`src/hdl/pas_pkg.sv`:
```
// Constants for the phase alarm and sync output configuration block
package pas_pkg;
    localparam logic [7:0] PAS_ADDR_DELAY = 8'h79;
    localparam logic [7:0] PAS_ADDR_SHAPE = 8'h7A;
    localparam logic [7:0] PAS_DELAY_RST = 8'h32;
    localparam logic [7:0] PAS_SHAPE_RST = 8'h00;
    localparam logic [7:0] PAS_DELAY_MASK = 8'h3F;
    localparam logic [7:0] PAS_SHAPE_MASK = 8'h8F;
    localparam int PAS_BIT_SRC = 7;
    localparam int PAS_BIT_FS_POL = 3;
    localparam int PAS_BIT_FS_SHP = 2;
    localparam int PAS_BIT_MF_POL = 1;
    localparam int PAS_BIT_MF_SHP = 0;
    localparam int PAS_UNIT_S = 2;
    localparam int PAS_CLK_HZ = 100_000_000;
endpackage

```
`src/hdl/pas_cfg.sv`:
```
// Phase alarm timer and sync output shaping registers
`timescale 1ns/1ps
`default_nettype none
module pas_cfg #(
    parameter int TICKS_PER_UNIT = pas_pkg::PAS_UNIT_S * pas_pkg::PAS_CLK_HZ
) (
    input wire logic ref_clk_i,
    input wire logic reset_n_i,
    input wire logic wr_en_i,
    input wire logic [7:0] addr_i,
    input wire logic [7:0] wdata_i,
    output logic [7:0] rdata_o,
    input wire logic loop_unsettled_i,
    input wire logic alarm_clear_i,
    input wire logic auto_timeout_en_i,
    input wire logic auto_timeout_tick_i,
    output logic phase_alarm_o,
    output logic input_blocked_o,
    input wire logic primary_fs_i,
    input wire logic primary_mf_i,
    input wire logic secondary_fs_i,
    input wire logic secondary_mf_i,
    input wire logic primary_clk_en_i,
    input wire logic secondary_clk_en_i,
    input wire logic second_clock_enabled_i,
    output logic sync_source_select_o,
    output logic frame_sync_out_o,
    output logic multiframe_sync_out_o
);
    import pas_pkg::*;

    typedef struct packed {
        logic [7:0] delay;
        logic [7:0] shape;
        logic [31:0] tick;
        logic [5:0] units;
        logic alarm;
        logic fs_prev;
        logic mf_prev;
        logic fs_pulse;
        logic mf_pulse;
        logic fs_out;
        logic mf_out;
    } pas_state_t;

    pas_state_t s_q, s_d;
    logic fs_src, mf_src, clk_en;

    // Shaped output for one sync line
    function automatic logic pas_shape(input logic lvl, input logic pul,
        input logic pmode, input logic inv, input logic o2en);
        logic v;
        v = (pmode && o2en) ? pul : lvl;
        return v ^ inv;
    endfunction

    always_comb begin
        s_d = s_q;
        fs_src = s_q.shape[PAS_BIT_SRC] ? secondary_fs_i : primary_fs_i;
        mf_src = s_q.shape[PAS_BIT_SRC] ? secondary_mf_i : primary_mf_i;
        clk_en = s_q.shape[PAS_BIT_SRC] ? secondary_clk_en_i
                                        : primary_clk_en_i;
        if (wr_en_i && addr_i == PAS_ADDR_DELAY) begin
            s_d.delay = wdata_i & PAS_DELAY_MASK;
        end
        if (wr_en_i && addr_i == PAS_ADDR_SHAPE) begin
            s_d.shape = wdata_i & PAS_SHAPE_MASK;
        end
        // Timer runs only while the loop is unsettled and no alarm
        if (!loop_unsettled_i || s_q.alarm) begin
            s_d.tick = '0;
            s_d.units = '0;
        end else if (s_q.tick == 32'(TICKS_PER_UNIT - 1)) begin
            s_d.tick = '0;
            s_d.units = s_q.units + 6'h1;
            // Equality lets a zero field wrap to 64 units
            if (s_q.units + 6'h1 == s_q.delay[5:0]) begin
                s_d.alarm = 1'b1;
            end
        end else begin
            s_d.tick = s_q.tick + 32'h0000_0001;
        end
        // Raise wins over clear in the same cycle
        if ((alarm_clear_i || (auto_timeout_en_i && auto_timeout_tick_i))
            && s_d.alarm == s_q.alarm) begin
            s_d.alarm = 1'b0;
        end
        // Pulse is one second-clock period wide, on each sync rising edge
        if (clk_en) begin
            s_d.fs_prev = fs_src;
            s_d.mf_prev = mf_src;
            s_d.fs_pulse = fs_src && !s_q.fs_prev;
            s_d.mf_pulse = mf_src && !s_q.mf_prev;
        end
        s_d.fs_out = pas_shape(fs_src, s_q.fs_pulse,
            s_q.shape[PAS_BIT_FS_SHP], s_q.shape[PAS_BIT_FS_POL],
            second_clock_enabled_i);
        s_d.mf_out = pas_shape(mf_src, s_q.mf_pulse,
            s_q.shape[PAS_BIT_MF_SHP], s_q.shape[PAS_BIT_MF_POL],
            second_clock_enabled_i);
    end

    always_ff @(posedge ref_clk_i) begin
        if (!reset_n_i) begin
            s_q <= '{delay: PAS_DELAY_RST, shape: PAS_SHAPE_RST,
                     default: '0};
        end else begin
            s_q <= s_d;
        end
    end

    always_comb begin
        unique case (addr_i)
            PAS_ADDR_DELAY: rdata_o = s_q.delay;
            PAS_ADDR_SHAPE: rdata_o = s_q.shape;
            default: rdata_o = 8'h00;
        endcase
    end

    assign phase_alarm_o = s_q.alarm;
    assign input_blocked_o = s_q.alarm;
    assign sync_source_select_o = s_q.shape[PAS_BIT_SRC];
    assign frame_sync_out_o = s_q.fs_out;
    assign multiframe_sync_out_o = s_q.mf_out;

    a_unused_zero: assert property (
        @(posedge ref_clk_i) disable iff (!reset_n_i)
        (s_q.delay[7:6] == 2'b00) && (s_q.shape[6:4] == 3'b000))
        else $error("unused bits set");
    a_alarm_holds: assert property (
        @(posedge ref_clk_i) disable iff (!reset_n_i)
        s_q.alarm && !alarm_clear_i && !auto_timeout_tick_i |=> s_q.alarm)
        else $error("alarm dropped");
    a_alarm_cause: assert property (
        @(posedge ref_clk_i) disable iff (!reset_n_i)
        $rose(s_q.alarm) |-> $past(loop_unsettled_i))
        else $error("alarm without unsettled loop");
    a_src_select: assert property (
        @(posedge ref_clk_i) disable iff (!reset_n_i)
        wr_en_i && addr_i == PAS_ADDR_SHAPE |=>
        sync_source_select_o == $past(wdata_i[PAS_BIT_SRC]))
        else $error("source select mismatch");
    a_fs_square: assert property (
        @(posedge ref_clk_i) disable iff (!reset_n_i)
        !s_q.shape[PAS_BIT_FS_SHP] && $stable(s_q.shape) |=>
        frame_sync_out_o == ($past(fs_src)
            ^ $past(s_q.shape[PAS_BIT_FS_POL])))
        else $error("frame sync level wrong");
    a_fs_needs_o2: assert property (
        @(posedge ref_clk_i) disable iff (!reset_n_i)
        !second_clock_enabled_i && $stable(s_q.shape) |=>
        frame_sync_out_o == ($past(fs_src)
            ^ $past(s_q.shape[PAS_BIT_FS_POL])))
        else $error("pulse mode without second clock");
    a_mf_square: assert property (
        @(posedge ref_clk_i) disable iff (!reset_n_i)
        !s_q.shape[PAS_BIT_MF_SHP] && $stable(s_q.shape) |=>
        multiframe_sync_out_o == ($past(mf_src)
            ^ $past(s_q.shape[PAS_BIT_MF_POL])))
        else $error("multiframe level wrong");
    a_pulse_edge: assert property (
        @(posedge ref_clk_i) disable iff (!reset_n_i)
        clk_en && !(fs_src && !s_q.fs_prev) |=> !s_q.fs_pulse)
        else $error("pulse without edge");
    a_fs_pulsed: assert property (
        @(posedge ref_clk_i) disable iff (!reset_n_i)
        s_q.shape[PAS_BIT_FS_SHP] && second_clock_enabled_i |=>
        frame_sync_out_o == ($past(s_q.fs_pulse)
            ^ $past(s_q.shape[PAS_BIT_FS_POL])))
        else $error("frame sync pulse wrong");
    a_mf_pulsed: assert property (
        @(posedge ref_clk_i) disable iff (!reset_n_i)
        s_q.shape[PAS_BIT_MF_SHP] && second_clock_enabled_i |=>
        multiframe_sync_out_o == ($past(s_q.mf_pulse)
            ^ $past(s_q.shape[PAS_BIT_MF_POL])))
        else $error("multiframe pulse wrong");
    a_mf_needs_o2: assert property (
        @(posedge ref_clk_i) disable iff (!reset_n_i)
        !second_clock_enabled_i |=>
        multiframe_sync_out_o == ($past(mf_src)
            ^ $past(s_q.shape[PAS_BIT_MF_POL])))
        else $error("multiframe pulse without second clock");
    a_src_route: assert property (
        @(posedge ref_clk_i) disable iff (!reset_n_i)
        s_q.shape[PAS_BIT_SRC] && !second_clock_enabled_i |=>
        frame_sync_out_o == ($past(secondary_fs_i)
            ^ $past(s_q.shape[PAS_BIT_FS_POL])))
        else $error("secondary loop not routed");
    a_prim_route: assert property (
        @(posedge ref_clk_i) disable iff (!reset_n_i)
        !s_q.shape[PAS_BIT_SRC] && !second_clock_enabled_i |=>
        frame_sync_out_o == ($past(primary_fs_i)
            ^ $past(s_q.shape[PAS_BIT_FS_POL])))
        else $error("primary loop not routed");
    a_pulse_hold: assert property (
        @(posedge ref_clk_i) disable iff (!reset_n_i)
        !clk_en |=> $stable(s_q.fs_pulse) && $stable(s_q.mf_pulse))
        else $error("pulse changed between clock enables");
    a_pulse_set: assert property (
        @(posedge ref_clk_i) disable iff (!reset_n_i)
        clk_en && fs_src && !s_q.fs_prev |=> s_q.fs_pulse)
        else $error("frame pulse missed");
    a_mf_pulse_set: assert property (
        @(posedge ref_clk_i) disable iff (!reset_n_i)
        clk_en && mf_src && !s_q.mf_prev |=> s_q.mf_pulse)
        else $error("multiframe pulse missed");
    a_alarm_clear: assert property (
        @(posedge ref_clk_i) disable iff (!reset_n_i)
        s_q.alarm && (alarm_clear_i
            || (auto_timeout_en_i && auto_timeout_tick_i)) |=> !s_q.alarm)
        else $error("alarm not cleared");
    a_raise_wins: assert property (
        @(posedge ref_clk_i) disable iff (!reset_n_i)
        !s_q.alarm && loop_unsettled_i
            && s_q.tick == 32'(TICKS_PER_UNIT - 1)
            && s_q.units + 6'h1 == s_q.delay[5:0] |=> s_q.alarm)
        else $error("alarm not raised at timeout");
    a_idle_timer: assert property (
        @(posedge ref_clk_i) disable iff (!reset_n_i)
        !loop_unsettled_i |=> s_q.tick == 32'h0000_0000
            && s_q.units == 6'h00)
        else $error("timer ran while loop settled");
    a_delay_write: assert property (
        @(posedge ref_clk_i) disable iff (!reset_n_i)
        wr_en_i && addr_i == PAS_ADDR_DELAY |=>
        s_q.delay == ($past(wdata_i) & PAS_DELAY_MASK))
        else $error("delay write wrong");
    a_other_addr: assert property (
        @(posedge ref_clk_i) disable iff (!reset_n_i)
        wr_en_i && addr_i != PAS_ADDR_DELAY && addr_i != PAS_ADDR_SHAPE |=>
        $stable(s_q.delay) && $stable(s_q.shape))
        else $error("stray write landed");
    a_unmapped_read: assert property (
        @(posedge ref_clk_i) disable iff (!reset_n_i)
        addr_i != PAS_ADDR_DELAY && addr_i != PAS_ADDR_SHAPE |->
        rdata_o == 8'h00)
        else $error("unmapped read not zero");
endmodule // pas_cfg
`default_nettype wire

```
`config.mk`:
```
export PLATFORM = sky130hd
export DESIGN_NAME = pas_cfg
export DESIGN_NICKNAME = d
export VERILOG_FILES = /design/src/hdl/pas_pkg.sv /design/src/hdl/pas_cfg.sv
export SDC_FILE = /design/constraint.sdc
export NUM_CORES = 1
export LEC_CHECK = 0
export BUFFER_PORTS_ARGS = -buffer_cell sky130_fd_sc_hd__buf_4
export CAP_MARGIN = 20
export CORE_MARGIN = 4
export CORE_UTILIZATION = 60
export CTS_CLUSTER_SIZE = 10
export DETAILED_ROUTE_END_ITERATION = 6
export PLACE_DENSITY = 0.91
export SYNTH_ARGS = -nofsm -noshare
export SYNTH_HDL_FRONTEND = slang
export SYNTH_SLANG_ARGS = --single-unit
```
`constraint.sdc`:
```
create_clock -name ref_clk_i -period 3.35 [get_ports ref_clk_i]
set_input_delay 0.5025 -clock ref_clk_i [delete_from_list [all_inputs] [get_ports ref_clk_i]]
set_output_delay 0.5025 -clock ref_clk_i [all_outputs]
set_load 0.03 [all_outputs]
```
==> impl_metrics.ini <==
[outcome]
status = finished, final reports clean

[placement]
portBuffers = 40
dp.cells = 384
dpl_worst_slack_ps = 1000
gp_congestion = 0.818
place_hpwl_um = 4010

[clock_tree]
cts.clk_slew.worst_paths_ps = 100
clock_path_buffers = 2
hold_buffers = 0
clock-sinks = 56
numCtsBuffers = 5
ctsRootBufferMaster = clkbuf_8
cts_resized = 0
cts_tree = done
h-tree-depth = 2
insertion_delay_ps = 310
post_cts_buffers = 0

[finish]
area_growth_pct = 16.3
num_antenna_cells = 0
final_nets = 371
drive_gt1_share_pct = 16.8
finish.utilization_pct = 72.0
stdcell_count = 391

[logic_synthesis]
async_reset_ff_share_pct = 0
synth-edff-count = 0
ys_seq_area_share_pct = 41.6
avgSynthCellArea_um2 = 8.84
ys.flop_type = dfxtp_1
syn-instance-count = 305
ys_ff_latch = 56
netlist_top_cells_area = dfxtp_1, xor2_1, mux2i_1
synth_top_cell_by_area = dfxtp_1
yosys-top-cells-count = dfxtp_1, nor2_1, xor2_1
netlist_area_um2 = 2700
yosysWarnings = 0
synth_nets = 337
synth_top_area_share_pct = 41.6
ys_types = 40
yosysMostFrequentCell = dfxtp_1

[routing]
drc = 0
drtIter0Drc = 86
ant_nets = 0
wl_met3_um = 413
vias = 2231
avgViaCountPerCell = 5.71
top_layer = met4
wl_met1_um = 2450
first_pass_iters = 4
wl_met2_um = 2590
routed_wl_um = 5550
drt-wirelength-per-cell_um = 14.2

[global_routing]
grt_first_pass_wirelength_um = 9090
grt_pass1_vias = 2082
track_usage_pct = 20.8
grt_overflow = 0
grt_max_degree = 29
antenna_found_initial = 0

[die]
die-area_um2 = 5630
die-height_um = 75.0
initial_core_util_pct = 61.9
die_x_um = 75.0
rows = 24
num_io_pins = 43
coreArea_um2 = 4350

[timing]
finalSetupViolCount = 0
worstMarginPinSlew_ps = 774
fmax_ghz = 0.423
setup_tns_ps = 0
drv_slew = 0
rsz0062_at_grt = false
clock_skew_ps = 11.2
timing.final.crit_share_pct = 70.6
slew_headroom_pct = 48.0
finalCriticalPeriod_ps = 2370
final.setup.worst_slack_ps = 983
hold_violations = 0

[pwr]
internal-power_w = 0.000998
power.density_nw_per_um2 = 394
ir_drop_mv = 0.288
leakagePower_nw = 1.19
pwr-share-seq_pct = 54.4
combPwrFrac_pct = 5.1
p_total_w = 0.00124
swShare_pct = 19.3
pwr-share-clk_pct = 40.5
p_switching_w = 0.000239

[setup_path]
worst-endpoint-required_ps = 3590
cp-start-kind = register
arrival_ps = 2610
crit_fanout = 12
end_kind = register
crit_type = reg -> reg
rrSetupSlack_ps = 980

[flow_run]
max-cap-violations = 0

[min_path]
hold_class = in -> reg
## path summary, 6_finish.rpt
| check | from | cells after the start | endpoint |
|---|---|---|---|
| max reg2reg | s_q[13] | 6 | s_q[12] |
| min reg2reg | s_q[13] | 1 | s_q[13] |
| min | wdata_i[5] | 3 | s_q[58] |
| max | s_q[13] | 6 | s_q[12] |
## sequential cells by signal, indices dropped and copies added, names as in the netlist
register and cells:
input_blocked_o 1, multiframe_sync_out_o 1, s_q 52, frame_sync_out_o 1
sync_source_select_o 1
## placed cells by master, fill, tap and decap left out, types with 3 or more instances in the layout
cell	instances
dfxtp_1	56
buf_4	42
nor2_1	41
xor2_1	30
nand2_1	18
nand4_1	18
mux2i_1	16
nand3_1	15
and3_1	13
xnor2_1	11
nor2b_1	10
o21ai_0	7
a21oi_1	6
and2_1	5
clkbuf_8	5
a22oi_1	4
inv_1	4
nor4_1	3
a31oi_1	3
or3_1	3
## final cells by class
class                           instances  area (µm²)
Multi-Input combinational cell        230        1490
Clock inverter                          2        60.1
Tap cell                               52        65.1
Fill cell                             307        1220
Timing Repair Buffer                   42         315
Clock buffer                            5        68.8
Sequential cell                        56        1120
Inverter                                4        15.0
## critical path, stage by stage, from the launching register on
cell	delay [ps]
dfxtp_1	360
ha_1	250
nand4_1	260
nor2_4	210
nand4_1	440
or4_1	650
a21oi_1	140
## through the flow
stage                     instance area (µm²)  hold WS, ps
final                                    3140          401
after CTS                                3140          392
after global routing                     3140          387
after detailed placement                 3010          438
after global placement                   3010          427
after floorplan                          2700          418
## cells by family after synthesis
group                    count (synthesis)  synth area share [%]
AO/OA/AOI/OAI                           25                  5.61
XOR/XNOR                                41                  13.3
adder cells (fa/ha/maj)                  2                 0.928
buffers and inverters                   19                  3.11
flip-flops                              56                  41.6
multiplexers                            17                  6.36
other                                    1                 0.139
AND/OR/NAND/NOR                        144                  29.0
## power by group through the flow
stage | clock network, W | logic (W) | registers, W
global placement | 0 | 0.0000619 | 0.000688
CTS | 0.000514 | 0.0000635 | 0.000673
detailed placement | 0 | 0.0000631 | 0.000689
floorplan | 0 | 0.0000284 | 0.000691
finish | 0.000501 | 0.0000629 | 0.000673
global route | 0.000543 | 0.0000689 | 0.000674
## routing by layer
layer	global-route usage, %	up-vias
met5	0	-
met4	6.52	0
met3	4.81	10
met2	37.4	53
met1	24.5	1048
li1	-	1120
Power figures use the tool's default switching activity.
